`src/rtl/rtc_params.svh`:
```
`ifndef RTC_PARAMS_SVH
`define RTC_PARAMS_SVH

// oscillator and divider stage rates, in Hz
`define RTC_OSC_HZ 32768
`define RTC_STAGE_HZ 16384
// stage counter is biased so that negative trims fit without wrapping
`define RTC_TRIM_BIAS 17'h00040
`define RTC_STAGE_TOP (`RTC_TRIM_BIAS + 17'h03FFF)
`define RTC_STAGE_HALF (`RTC_TRIM_BIAS + 17'h02000)

// correction intervals in seconds
`define RTC_INTERVAL_SHORT_S 6'h14
`define RTC_INTERVAL_LONG_S 6'h3C

// calendar figures
`define RTC_LAST_SECOND 6'h3B
`define RTC_HALF_MINUTE_SECOND 6'h1E

// minute-periodical mode 2 low time, least time rounds up
`define RTC_M2_LOW_US 7810
`define RTC_M2_LOW_TICKS ((`RTC_M2_LOW_US * `RTC_STAGE_HZ + 999999) / 1000000)

// longest hold-off of the minute carry while time is read, rounds down
`define RTC_HOLD_MAX_MS 500
`define RTC_HOLD_MAX_TICKS ((`RTC_HOLD_MAX_MS * `RTC_STAGE_HZ) / 1000)

// register field positions
`define RTC_ST1_POWER_UP_BIT 0
`define RTC_ST2_M1_PRIMARY_BIT 0
`define RTC_ST2_M2_PRIMARY_BIT 1
`define RTC_ST2_M1_SECONDARY_BIT 2
`define RTC_TRIM_INTERVAL_BIT 0

// reset values
`define RTC_TRIM_RESET 8'h00
`define RTC_ST2_RESET 8'h00

`endif

```
`src/rtl/rtc_pkg.sv`:
```
package rtc_pkg;

   typedef enum logic [1:0] {
      SEL_STATUS1,
      SEL_STATUS2,
      SEL_TRIM,
      SEL_SECONDS
   } reg_sel_t;

   // one register write per cycle from the serial front end, plus its read activity
   typedef struct packed {
      logic wr;
      reg_sel_t sel;
      logic [7:0] data;
      logic time_rd_busy;
   } host_req_t;

   typedef struct packed {
      logic sec_tick;
      logic stage_tick;
      logic half_low;
   } tick_bus_t;

endpackage

```
`src/rtl/rtc_minute_irq.sv`:
```
`timescale 1ns/1ns
`default_nettype none
`include "rtc_params.svh"

// Behaviour
// - In minute mode 1 a pin carries a one-minute square wave at half duty, starting at the first carry.
// - Disabling minute mode 1 while the pin is low releases it at once, and re-enabling within the same low phase drives it low again.
// - Minute mode 2 exists only on the primary pin and pulls it low 7.81 ms from each minute carry.
// - While time is being read the minute carry, and the mode 2 pulse with it, waits at most 0.5 s.
// - Writing the time may shift the mode 2 pulse, depending on the moment and seconds value written.
// - Power-up detection sets the power-up flag in bit 0 of status register 1.
// - While the power-up flag is set the primary pin carries a 1 Hz clock.
// - Rate correction alters the pulse count of one divider stage and never touches the oscillator.
// - One correction is applied per interval of 20 s with trim bit 0 clear and 60 s with it set.
// - One step is 3.052 ppm at the 20 s interval and 1.017 ppm at the 60 s interval.
// - The reach is -195.3 to +192.3 ppm at 20 s and -65.1 to +64.1 ppm at 60 s.
// - A trim value of 00h gives no correction and is what the host writes to disable it.
// - Trim bits 7 to 1 hold the 7-bit step count reversed, bit 7 being its least significant bit.
// - The step count is two's complement: 1 to 63 speed up, 64 to 127 slow down, 127 being one step.
module rtc_minute_irq
   import rtc_pkg::*;
(
   input wire logic clk_sys_in,
   input wire logic rst_n_in,
   input wire logic osc_32k_in,
   input wire host_req_t host_req_in,
   input wire logic irq_pin_primary_in,
   output logic irq_pin_primary_out,
   output logic irq_pin_primary_oe_out,
   input wire logic irq_pin_secondary_in,
   output logic irq_pin_secondary_out,
   output logic irq_pin_secondary_oe_out,
   output logic [7:0] trim_out,
   output logic [7:0] status1_out,
   output logic [7:0] status2_out,
   output logic [5:0] seconds_out,
   output logic [1:0] pin_level_out,
   output logic power_up_flag_out
);

   // oscillator and pin synchronisers
   logic osc_meta_q;
   logic osc_sync_q;
   logic osc_prev_q;
   logic osc_edge;
   logic [1:0] pin_meta_q;
   logic [1:0] pin_sync_q;

   // registers
   logic [7:0] clock_rate_trim_q;
   logic [7:0] st2_q;
   logic power_up_flag_q;

   // timekeeping
   tick_bus_t ticks;
   logic restart;
   logic [5:0] sec_q;
   logic carry_pend_q;
   logic [13:0] hold_cnt_q;
   logic carry;
   logic hold_expired;

   // pin modes
   logic [1:0] m1_en;
   logic [1:0] m1_phase_low_q;
   logic [1:0] m1_started_q;
   logic m2_en;
   logic [7:0] m2_cnt_q;
   logic primary_low_d;
   logic secondary_low_d;

   logic wr_status1;
   logic wr_status2;
   logic wr_trim;
   logic wr_seconds;

   // out-of-range seconds fall back to zero
   function automatic logic [5:0] clean_seconds(input logic [7:0] value);
      return (value > {2'b00, `RTC_LAST_SECOND}) ? 6'h00 : value[5:0];
   endfunction

   // a mode 1 pin pulls low only once its wave has started
   function automatic logic m1_low(input logic en, input logic started, input logic phase_low);
      return en & started & phase_low;
   endfunction

   assign wr_status1 = host_req_in.wr & (host_req_in.sel == SEL_STATUS1);
   assign wr_status2 = host_req_in.wr & (host_req_in.sel == SEL_STATUS2);
   assign wr_trim = host_req_in.wr & (host_req_in.sel == SEL_TRIM);
   assign wr_seconds = host_req_in.wr & (host_req_in.sel == SEL_SECONDS);

   // only the synchronised copy feeds the edge detector
   always_ff @(posedge clk_sys_in or negedge rst_n_in) begin
      if (!rst_n_in) begin
         osc_meta_q <= 1'b0;
         osc_sync_q <= 1'b0;
         osc_prev_q <= 1'b0;
      end else begin
         osc_meta_q <= osc_32k_in;
         osc_sync_q <= osc_meta_q;
         osc_prev_q <= osc_sync_q;
      end
   end

   assign osc_edge = osc_sync_q & ~osc_prev_q;

   always_ff @(posedge clk_sys_in or negedge rst_n_in) begin
      if (!rst_n_in) begin
         pin_meta_q <= 2'b11;
         pin_sync_q <= 2'b11;
      end else begin
         pin_meta_q <= {irq_pin_secondary_in, irq_pin_primary_in};
         pin_sync_q <= pin_meta_q;
      end
   end

   // reset release stands for power-up detection; any status 1 write clears the flag
   always_ff @(posedge clk_sys_in or negedge rst_n_in) begin
      if (!rst_n_in) begin
         power_up_flag_q <= 1'b1;
      end else if (wr_status1) begin
         power_up_flag_q <= 1'b0;
      end
   end

   always_ff @(posedge clk_sys_in or negedge rst_n_in) begin
      if (!rst_n_in) begin
         st2_q <= `RTC_ST2_RESET;
      end else if (wr_status2) begin
         st2_q <= host_req_in.data;
      end
   end

   always_ff @(posedge clk_sys_in or negedge rst_n_in) begin
      if (!rst_n_in) begin
         clock_rate_trim_q <= `RTC_TRIM_RESET;
      end else if (wr_trim) begin
         clock_rate_trim_q <= host_req_in.data;
      end
   end

   // a seconds write restarts the sub-second chain, moving every later carry
   assign restart = wr_seconds;

   trim_divider u_trim_divider (
      .clk_sys_in(clk_sys_in),
      .rst_n_in(rst_n_in),
      .osc_edge_in(osc_edge),
      .trim_in(clock_rate_trim_q),
      .restart_in(restart),
      .ticks_out(ticks)
   );

   always_ff @(posedge clk_sys_in or negedge rst_n_in) begin
      if (!rst_n_in) begin
         sec_q <= 6'h00;
      end else if (wr_seconds) begin
         sec_q <= clean_seconds(host_req_in.data);
      end else if (ticks.sec_tick) begin
         sec_q <= (sec_q == `RTC_LAST_SECOND) ? 6'h00 : sec_q + 6'h01;
      end
   end

   // a read in progress parks the carry, but never past the hold limit
   assign hold_expired = (hold_cnt_q >= 14'(`RTC_HOLD_MAX_TICKS));
   assign carry = carry_pend_q & (~host_req_in.time_rd_busy | hold_expired);

   always_ff @(posedge clk_sys_in or negedge rst_n_in) begin
      if (!rst_n_in) begin
         carry_pend_q <= 1'b0;
      end else if (wr_seconds) begin
         carry_pend_q <= 1'b0;
      end else if (ticks.sec_tick && sec_q == `RTC_LAST_SECOND) begin
         carry_pend_q <= 1'b1;
      end else if (carry) begin
         carry_pend_q <= 1'b0;
      end
   end

   always_ff @(posedge clk_sys_in or negedge rst_n_in) begin
      if (!rst_n_in) begin
         hold_cnt_q <= 14'h0000;
      end else if (!carry_pend_q || carry) begin
         hold_cnt_q <= 14'h0000;
      end else if (ticks.stage_tick && !hold_expired) begin
         hold_cnt_q <= hold_cnt_q + 14'h0001;
      end
   end

   assign m1_en = {st2_q[`RTC_ST2_M1_SECONDARY_BIT], st2_q[`RTC_ST2_M1_PRIMARY_BIT]};
   // mode 2 has no secondary-pin variant
   assign m2_en = st2_q[`RTC_ST2_M2_PRIMARY_BIT];

   // the wave phase keeps running while disabled so a re-enable lands on the right level
   always_ff @(posedge clk_sys_in or negedge rst_n_in) begin
      if (!rst_n_in) begin
         m1_phase_low_q <= 2'b00;
      end else begin
         for (int i = 0; i < 2; i++) begin
            if (carry) begin
               m1_phase_low_q[i] <= 1'b1;
            end else if (ticks.sec_tick && sec_q == `RTC_HALF_MINUTE_SECOND - 6'h01) begin
               m1_phase_low_q[i] <= 1'b0;
            end
         end
      end
   end

   // started survives a disable in the low phase, so a re-enable pulls low again
   always_ff @(posedge clk_sys_in or negedge rst_n_in) begin
      if (!rst_n_in) begin
         m1_started_q <= 2'b00;
      end else begin
         for (int i = 0; i < 2; i++) begin
            if (carry && m1_en[i]) begin
               m1_started_q[i] <= 1'b1;
            end else if (!m1_en[i] && !m1_phase_low_q[i]) begin
               m1_started_q[i] <= 1'b0;
            end
         end
      end
   end

   always_ff @(posedge clk_sys_in or negedge rst_n_in) begin
      if (!rst_n_in) begin
         m2_cnt_q <= 8'h00;
      end else if (!m2_en) begin
         m2_cnt_q <= 8'h00;
      end else if (carry) begin
         m2_cnt_q <= 8'(`RTC_M2_LOW_TICKS);
      end else if (ticks.stage_tick && m2_cnt_q != 8'h00) begin
         m2_cnt_q <= m2_cnt_q - 8'h01;
      end
   end

   // power-up clock outranks every selected mode on the primary pin
   always_comb begin
      if (power_up_flag_q) begin
         primary_low_d = ticks.half_low;
      end else if (m2_en) begin
         primary_low_d = (m2_cnt_q != 8'h00);
      end else begin
         primary_low_d = m1_low(m1_en[0], m1_started_q[0], m1_phase_low_q[0]);
      end
      secondary_low_d = m1_low(m1_en[1], m1_started_q[1], m1_phase_low_q[1]);
   end

   // open drain: level is always low, the enable does the signalling
   always_ff @(posedge clk_sys_in or negedge rst_n_in) begin
      if (!rst_n_in) begin
         irq_pin_primary_out <= 1'b0;
         irq_pin_primary_oe_out <= 1'b0;
      end else begin
         irq_pin_primary_out <= 1'b0;
         irq_pin_primary_oe_out <= primary_low_d;
      end
   end

   always_ff @(posedge clk_sys_in or negedge rst_n_in) begin
      if (!rst_n_in) begin
         irq_pin_secondary_out <= 1'b0;
         irq_pin_secondary_oe_out <= 1'b0;
      end else begin
         irq_pin_secondary_out <= 1'b0;
         irq_pin_secondary_oe_out <= secondary_low_d;
      end
   end

   // readback copies lag their registers by one cycle
   always_ff @(posedge clk_sys_in or negedge rst_n_in) begin
      if (!rst_n_in) begin
         trim_out <= `RTC_TRIM_RESET;
         status2_out <= `RTC_ST2_RESET;
      end else begin
         trim_out <= clock_rate_trim_q;
         status2_out <= st2_q;
      end
   end

   always_ff @(posedge clk_sys_in or negedge rst_n_in) begin
      if (!rst_n_in) begin
         status1_out <= 8'h00;
         power_up_flag_out <= 1'b0;
      end else begin
         status1_out <= 8'h00;
         status1_out[`RTC_ST1_POWER_UP_BIT] <= power_up_flag_q;
         power_up_flag_out <= power_up_flag_q;
      end
   end

   always_ff @(posedge clk_sys_in or negedge rst_n_in) begin
      if (!rst_n_in) begin
         seconds_out <= 6'h00;
         pin_level_out <= 2'b11;
      end else begin
         seconds_out <= sec_q;
         pin_level_out <= pin_sync_q;
      end
   end

endmodule

`default_nettype wire

```
`src/rtl/trim_divider.sv`:
```
`timescale 1ns/1ns
`default_nettype none
`include "rtc_params.svh"

module trim_divider
   import rtc_pkg::*;
(
   input wire logic clk_sys_in,
   input wire logic rst_n_in,
   input wire logic osc_edge_in,
   input wire logic [7:0] trim_in,
   input wire logic restart_in,
   output tick_bus_t ticks_out
);

   logic pre_q;
   logic [16:0] count_q;
   logic [5:0] interval_q;
   logic stage_tick;
   logic interval_end;
   logic [5:0] interval_last;

   // reversed, two's complement step count; 00h yields zero steps
   function automatic logic [16:0] trim_load(input logic [7:0] code);
      logic [6:0] steps;
      steps = {code[1], code[2], code[3], code[4], code[5], code[6], code[7]};
      return `RTC_TRIM_BIAS + {{10{steps[6]}}, steps};
   endfunction

   // the 16384 Hz stage is the one whose pulse count is trimmed
   assign stage_tick = osc_edge_in & pre_q;
   assign interval_last = trim_in[`RTC_TRIM_INTERVAL_BIT] ?
      (`RTC_INTERVAL_LONG_S - 6'h01) : (`RTC_INTERVAL_SHORT_S - 6'h01);
   assign interval_end = (interval_q >= interval_last);

   always_ff @(posedge clk_sys_in or negedge rst_n_in) begin
      if (!rst_n_in) begin
         pre_q <= 1'b0;
      end else if (restart_in) begin
         pre_q <= 1'b0;
      end else if (osc_edge_in) begin
         pre_q <= ~pre_q;
      end
   end

   // positive steps shorten one second per interval, negative ones lengthen it
   always_ff @(posedge clk_sys_in or negedge rst_n_in) begin
      if (!rst_n_in) begin
         count_q <= `RTC_TRIM_BIAS;
         interval_q <= 6'h00;
      end else if (restart_in) begin
         count_q <= `RTC_TRIM_BIAS;
         interval_q <= 6'h00;
      end else if (stage_tick) begin
         if (count_q >= `RTC_STAGE_TOP) begin
            if (interval_end) begin
               interval_q <= 6'h00;
               count_q <= trim_load(trim_in);
            end else begin
               interval_q <= interval_q + 6'h01;
               count_q <= `RTC_TRIM_BIAS;
            end
         end else begin
            count_q <= count_q + 17'h00001;
         end
      end
   end

   always_ff @(posedge clk_sys_in or negedge rst_n_in) begin
      if (!rst_n_in) begin
         ticks_out <= '0;
      end else begin
         ticks_out.stage_tick <= stage_tick & ~restart_in;
         ticks_out.sec_tick <= stage_tick & ~restart_in & (count_q >= `RTC_STAGE_TOP);
         ticks_out.half_low <= (count_q >= `RTC_STAGE_HALF);
      end
   end

endmodule

`default_nettype wire

```
`config.mk`:
```
export PLATFORM = sky130hd
export DESIGN_NAME = rtc_minute_irq
export DESIGN_NICKNAME = d
export VERILOG_FILES = /design/src/rtl/rtc_pkg.sv /design/src/rtl/rtc_minute_irq.sv /design/src/rtl/trim_divider.sv
export VERILOG_INCLUDE_DIRS = /design/src /design/src/rtl
export SDC_FILE = /design/constraint.sdc
export NUM_CORES = 1
export LEC_CHECK = 0
export ABC_CLOCK_PERIOD_IN_PS = 2100
export BUFFER_PORTS_ARGS = -buffer_cell sky130_fd_sc_hd__buf_2
export CAP_MARGIN = 20
export CORE_UTILIZATION = 33
export CTS_BUF_LIST = sky130_fd_sc_hd__clkbuf_16
export CTS_CLUSTER_SIZE = 14
export DETAILED_ROUTE_END_ITERATION = 8
export MAX_ROUTING_LAYER = met4
export PLACE_DENSITY = 0.56
export SYNTH_ARGS = -nofsm -noshare
export SYNTH_HDL_FRONTEND = slang
export SYNTH_SLANG_ARGS = --single-unit
```
`constraint.sdc`:
```
create_clock -name clk_sys_in -period 2.1 [get_ports clk_sys_in]
set_input_delay 0.42 -clock clk_sys_in [delete_from_list [all_inputs] [get_ports clk_sys_in]]
set_output_delay 0.42 -clock clk_sys_in [all_outputs]
set_load 0.02 [all_outputs]
```
==> results of run 1 <==
-- routing by layer --
metal,part of all wire,global-route usage
met4,0.020,0.0610
met1,0.47,0.198
met3,0.034,0.0380
met5,0,-
met2,0.48,0.240
-- cells by family after synthesis --
logic type      count (synthesis)  synth area share
other cells                     1          0.000764
fa+ha+maj                      11            0.0280
buf+inv                        38            0.0380
flops                         110             0.563
simple gates                  174             0.185
xor+xnor                       26            0.0464
mux                            17            0.0387
compound gates                 66            0.0999
-- sequential cells by signal (all words and copies together), names as in the netlist, 2 cells and up --
register and cells:
u_trim_divider.count_q 17, hold_cnt_q 14, clock_rate_trim_q 8, m2_cnt_q 8, st2_q 8, status2_out 8
trim_out 8, sec_q 6, seconds_out 6, u_trim_divider.interval_q 6, u_trim_divider.ticks_out 3, m1_started_q 2
pin_level_out 2, pin_meta_q 2, pin_sync_q 2
-- stage by stage --
stage	area, um^2	power, W	util	setup WS, ns
final	5850	0.00472	0.402	0.0904
after global routing	5850	0.00495	0.402	-0.0849
after CTS	5780	0.00478	0.397	0.0339
after detailed placement	5470	0.00308	0.377	-0.0116
after global placement	5470	0.00307	0.377	0.135
after floorplan	4940	0.00280	-	0.291
-- cell usage after synthesis, types with 6 or more instances --
cell	count	area (um^2)
a21oi_1	12	60.1
and3_1	7	43.8
buf_4	11	82.6
clkbuf_1	9	33.8
dfrtp_1	102	2550
dfstp_2	8	210
ha_1	11	138
inv_1	16	60.1
mux2_2	16	180
nand2_1	40	150
nand3_1	15	75.1
nand3b_1	7	52.6
nand4_1	11	68.8
nor2_1	45	169
nor3_1	11	55.1
o211ai_1	6	45.0
o21ai_0	10	50.1
o22ai_1	6	37.5
xnor2_1	7	61.3
xor2_1	19	166
-- layout make-up --
cell class,count,area share
repair buffers,74,0.0792
flip-flops and latches,110,0.473
well taps,184,0.0394
clock inverters,7,0.0109
inverters,16,0.0103
clock buffers,9,0.0385
multi-input cells,303,0.349
-- cells in the final DEF, fill, tap and decap left out, drive strengths merged, types with 3 or more instances in the layout --
cell type / n
nand3: 16
conb: 9
nand3b: 8
a21oi: 12
ha: 11
nand2: 40
dfrtp: 102
nor4b: 3
nor3: 11
and2: 5
xor2: 19
nand4: 12
o22ai: 6
o41ai: 3
nor2: 45
inv: 22
o211ai: 6
and3: 7
xnor2: 7
clkbuf: 9
nor4: 5
o21ai: 12
nor2b: 5
buf: 73
mux2: 16
a22o: 3
dfstp: 8
or3: 5
o311ai: 4
-- how the worst max path moves through the flow --
stage,end
2_1_floorplan,m2_cnt_q[7]$_DFFE_PN0P_
3_3_place_gp,u_trim_divider.interval_q[4]$_DFFE_PN0P_
3_5_place_dp,u_trim_divider.interval_q[4]$_DFFE_PN0P_
4_1_cts,u_trim_divider.interval_q[4]$_DFFE_PN0P_
5_1_grt,u_trim_divider.interval_q[5]$_DFFE_PN0P_
6_report,u_trim_divider.interval_q[5]$_DFFE_PN0P_
-- repair_timing --
action,4_1_cts,5_1_grt
setup buffers,0,3
setup endpoints to repair,2,19
pin swaps,0,2
resized for setup,1,10
endpoints found under the hold margin,2,0
hold buffers,1,0
-- critical path: stages, from the launching register on --
cell and delay, ns:
dfrtp_1 0.37, ha_1 0.18, a21oi_1 0.06, o21bai_2 0.21, o21ai_4 0.14, buf_4 0.17
buf_4 0.13, o311ai_0 0.46, o41ai_2 0.15
-- where the power goes --
| part | internal, W | switching (W) |
|---|---|---|
| registers | 0.00231 | 0.000128 |
| clock network | 0.000838 | 0.000837 |
| logic | 0.000228 | 0.000378 |
| total | 0.00337 | 0.00134 |
==> run metrics, run 1 <==
Tot GR Track Use=0.156; Netlist cell types=62; Max Clock Freq=around 500 MHz; Layout fillers=~1400; top fanout value on the critical path=9; TritonRoute pass-1 iters=4; CTS Buf Count=9; final setup TNS=0 ns; clk_lat worst skew=0.36 ns; Ports=54; Synth Area per Inst=around 11 um^2; Min Hold Slack=between 0.15 and 0.2 ns; final slew viol count=0; hold_sp=irq_pin_primary_in; Post-Place Cells=683; Post-synth EDFFs=0; IO Port Bufs=44; sequential-to-total area share from yosys stat=0.563; final std cells w/o fill=703; Final Cycle Share=0.957; clk root buf=clkbuf_16; Top FF cell, synth=dfrtp_1; Die W=124 um; Min-Delay Path Class=in2reg; clk buf depth=2; Routed Antenna Nets=0; Leakage Power=~2.6 nW; RSZ-0062 raised after global routing=true; ys async rst share=1.00; Initial Utilization=0.338; IR Drop Worst-Case VDD=0.395 mV; ANT cells=0; Worst Setup SP=u_trim_divider.count_q[1]$_DFFE_PN0P_; hold path cells=1; Clock Skews=approximately 0.0089 ns; synthesized flop and latch total=110; WL final=10600 um; Iteration-0 DRC Markers=130; # setup viols final=0; via count=3519; number of global-route vias before repair=3498; Power Density=807 nW/um^2; full die area=around 15000 um^2; Max Cap Viol=0; CTS tree=built; status=finished, final reports clean; vias per cell=5.01; yosys warns=0; Crit path required time=about 2.3 ns; flop2flop setup slack=0.09 ns; Clk pin slew, worst setup/hold paths=0.08 ns; initial antenna violation count=0; r2r startpoint=u_trim_divider.count_q[1]$_DFFE_PN0P_; synthesized area=4910 um^2; Final #Nets=542; Sink Count=110; Final Hold Viols=0; share of layout cells above drive strength 1=0.245; CP endpoint kind=register; DR WL/cell=between 15 and 20 um; Worst R2R Path Depth=8; Core Area=14500 um^2; Worst Tran Pin Value=0.568 ns; Layout area overhead=19.1%; Critical Path Source Type=register; crit path DAT=2.23 ns; RR Endpoint=u_trim_divider.interval_q[5]$_DFFE_PN0P_; path type of the worst setup path=reg2reg; storage element area=between 2000 and 3000 um^2; first-pass GRT wire length=roughly 18000 um; Final Critical Period=2.01 ns; drc violations=0; Die Y=roughly 120 um; Endpoint, Worst Hold=pin_meta_q[0]$_DFF_PN1_; # H-tree levels=3; total grt overflow=0; std cell rows=44; Rel. slew slack=0.619; GPL Wtd Cong=0.824; multi-input logic area=2040 um^2; largest net degree at the start of global routing=67; synthesized instance count=~440; HPWL after detailed placement=about 7600 um
Power figures use the tool's default switching activity.
==> run 2, diff against run 1 <==
--- a/config.mk
+++ b/config.mk
@@ -6,13 +6,14 @@
 export SDC_FILE = /design/constraint.sdc
 export NUM_CORES = 1
 export LEC_CHECK = 0
-export ABC_CLOCK_PERIOD_IN_PS = 2100
+export ABC_CLOCK_PERIOD_IN_PS = 2200
 export BUFFER_PORTS_ARGS = -buffer_cell sky130_fd_sc_hd__buf_2
 export CAP_MARGIN = 20
 export CORE_UTILIZATION = 33
 export CTS_BUF_LIST = sky130_fd_sc_hd__clkbuf_16
 export CTS_CLUSTER_SIZE = 14
 export DETAILED_ROUTE_END_ITERATION = 8
+export GPL_ROUTABILITY_DRIVEN = 0
 export MAX_ROUTING_LAYER = met4
 export PLACE_DENSITY = 0.56
 export SYNTH_ARGS = -nofsm -noshare
==> constraint.sdc (replaced) <==
create_clock -name clk_sys_in -period 2.2 [get_ports clk_sys_in]
set_input_delay 0.44 -clock clk_sys_in [delete_from_list [all_inputs] [get_ports clk_sys_in]]
set_output_delay 0.44 -clock clk_sys_in [all_outputs]
set_load 0.02 [all_outputs]
==> run metrics, run 2 (same netlist as run 1, synthesis figures left out) <==
status=finished, final reports clean; # H-tree levels=3; Min-Delay Path Class=in2reg; Tot GR Track Use=0.151; Final Hold Viols=0; std cell rows=44; Critical Path Source Type=register; Max Clock Freq=498 MHz; Clock Skews=around 0.0055 ns; Final #Nets=532; DR WL/cell=approximately 15 um; clk root buf=clkbuf_16; Crit path required time=2.44 ns; Routed Antenna Nets=0; CTS Buf Count=9; number of global-route vias before repair=3405; r2r startpoint=u_trim_divider.count_q[1]$_DFFE_PN0P_; Die Y=124 um; sw frac=0.280; path type of the worst setup path=reg2reg; clock power share=0.349; IO Port Bufs=44; ANT cells=0; Rel. slew slack=0.625; Max Cap Viol=0; Crit-path slowest cell=dfrtp_2; Endpoint, Worst Hold=pin_meta_q[1]$_DFF_PN1_; Comb pwr share=0.123; CP endpoint kind=register; Layout fillers=about 1400; Final Cycle Share=0.913; full die area=roughly 15000 um^2; Initial Utilization=0.338; RSZ-0062 raised after global routing=false; final setup TNS=0 ns; Ports=54; Power Density=772 nW/um^2; crit path DAT=~2.3 ns; register share of total power=0.528; Final Critical Period=2.01 ns; Reg with most FFs=u_trim_divider.count_q; total grt overflow=0; clk buf depth=2; TritonRoute pass-1 iters=4; Worst Setup SP=u_trim_divider.count_q[1]$_DFFE_PN0P_; pre-CTS setup slack=0.115 ns; WL final=about 10000 um; vias per cell=approximately 5; Min Hold Slack=~0.19 ns; # setup viols final=0; CTS tree=built; top flop regs=u_trim_divider.count_q x17, hold_cnt_q x14; final slew viol count=0; fin worst setup slack=0.192 ns; via count=3465; hold path cells=1; RR Endpoint=u_trim_divider.interval_q[5]$_DFFE_PN0P_; slowest cell delay on critical path=~0.42 ns; top fanout value on the critical path=12; commonest non-fill, non-tap cell in the layout=dfrtp_1; storage element area=2760 um^2; largest net degree at the start of global routing=between 60 and 70; clk_lat worst skew=about 0.35 ns; hold_sp=irq_pin_secondary_in; HPWL after detailed placement=between 7000 and 8000 um; drc violations=0; Sink Count=110; Clk pin slew, worst setup/hold paths=0.07 ns; Worst Tran Pin Value=0.558 ns; max reg flops=17; Worst R2R Path Depth=7; most frequent cells in the layout=dfrtp_1 (101), nor2_1 (45), buf_2 (43); Iteration-0 DRC Markers=179; Die W=124 um; share of layout cells above drive strength 1=0.224; initial antenna violation count=0; Core Area=14500 um^2; flop2flop setup slack=roughly 0.19 ns; Layout area overhead=16.9%; Psw=~0.0012 W; IR Drop Worst-Case VDD=0.338 mV; multi-input logic area=2010 um^2; first-pass GRT wire length=17200 um; Post-Route Utilization=0.395; worst-path cell chain=ha_1, a21oi_1, o21bai_2, o21ai_4, buf_4, or3_4, o41ai_1; Leakage Power=approximately 2.6 nW; P_int=0.00319 W
run 2: critical path: cells and delay by family (launching register included):
kind / cells / cell delay, ns
compound gates: 4 / 0.73
flops: 1 / 0.42
simple gates: 1 / 0.39
fa+ha+maj: 1 / 0.18
buf+inv: 1 / 0.18
run 2: metrics by stage:
| step | power [W] | instances | area [um^2] |
|---|---|---|---|
| final | 0.00443 | 693 | 5740 |
| after global routing | 0.00466 | 693 | 5740 |
| after CTS | 0.00450 | 692 | 5700 |
| after detailed placement | 0.00293 | 675 | 5410 |
| after global placement | 0.00291 | 675 | 5410 |
| after floorplan | 0.00267 | 451 | 4940 |
run 2: power by group through the flow:
| stage | clock (W) | sequential, W | combinational [W] |
|---|---|---|---|
| global route | 0.00168 | 0.00237 | 0.000612 |
| floorplan | 0 | 0.00243 | 0.000238 |
| global placement | 0 | 0.00237 | 0.000540 |
| finish | 0.00154 | 0.00234 | 0.000546 |
| CTS | 0.00161 | 0.00234 | 0.000555 |
| detailed placement | 0 | 0.00238 | 0.000553 |
run 2: worst max-delay path by stage:
stage,endpoint
final,u_trim_divider.interval_q[5]$_DFFE_PN0P_
after detailed placement,u_trim_divider.interval_q[3]$_DFFE_PN0P_
after CTS,u_trim_divider.interval_q[3]$_DFFE_PN0P_
after floorplan,m2_cnt_q[7]$_DFFE_PN0P_
after global placement,u_trim_divider.count_q[10]$_DFFE_PN0P_
after global routing,u_trim_divider.interval_q[5]$_DFFE_PN0P_
run 2: timing repair:
item	4_1_cts	5_1_grt
setup endpoints to repair	0	19
hold buffers	1	0
buffers inserted	0	1
endpoints found under the hold margin	22	0
resized for setup	0	5
run 2: cell type report:
cell class / instances / share of cell area
Tap cell: 184 / 0.0401
Inverter: 16 / 0.0105
Sequential cell: 110 / 0.482
Multi-Input combinational cell: 303 / 0.351
Clock inverter: 7 / 0.00981
Timing Repair Buffer: 64 / 0.0676
Clock buffer: 9 / 0.0392
run 2: per-layer routing:
| layer | global-route usage | part of all wire | up-vias |
|---|---|---|---|
| li1 | - | - | 1665 |
| met1 | 0.189 | 0.46 | 1708 |
| met2 | 0.236 | 0.48 | 80 |
| met3 | 0.0408 | 0.040 | 12 |
| met4 | 0.0521 | 0.018 | 0 |
| met5 | - | 0 | - |
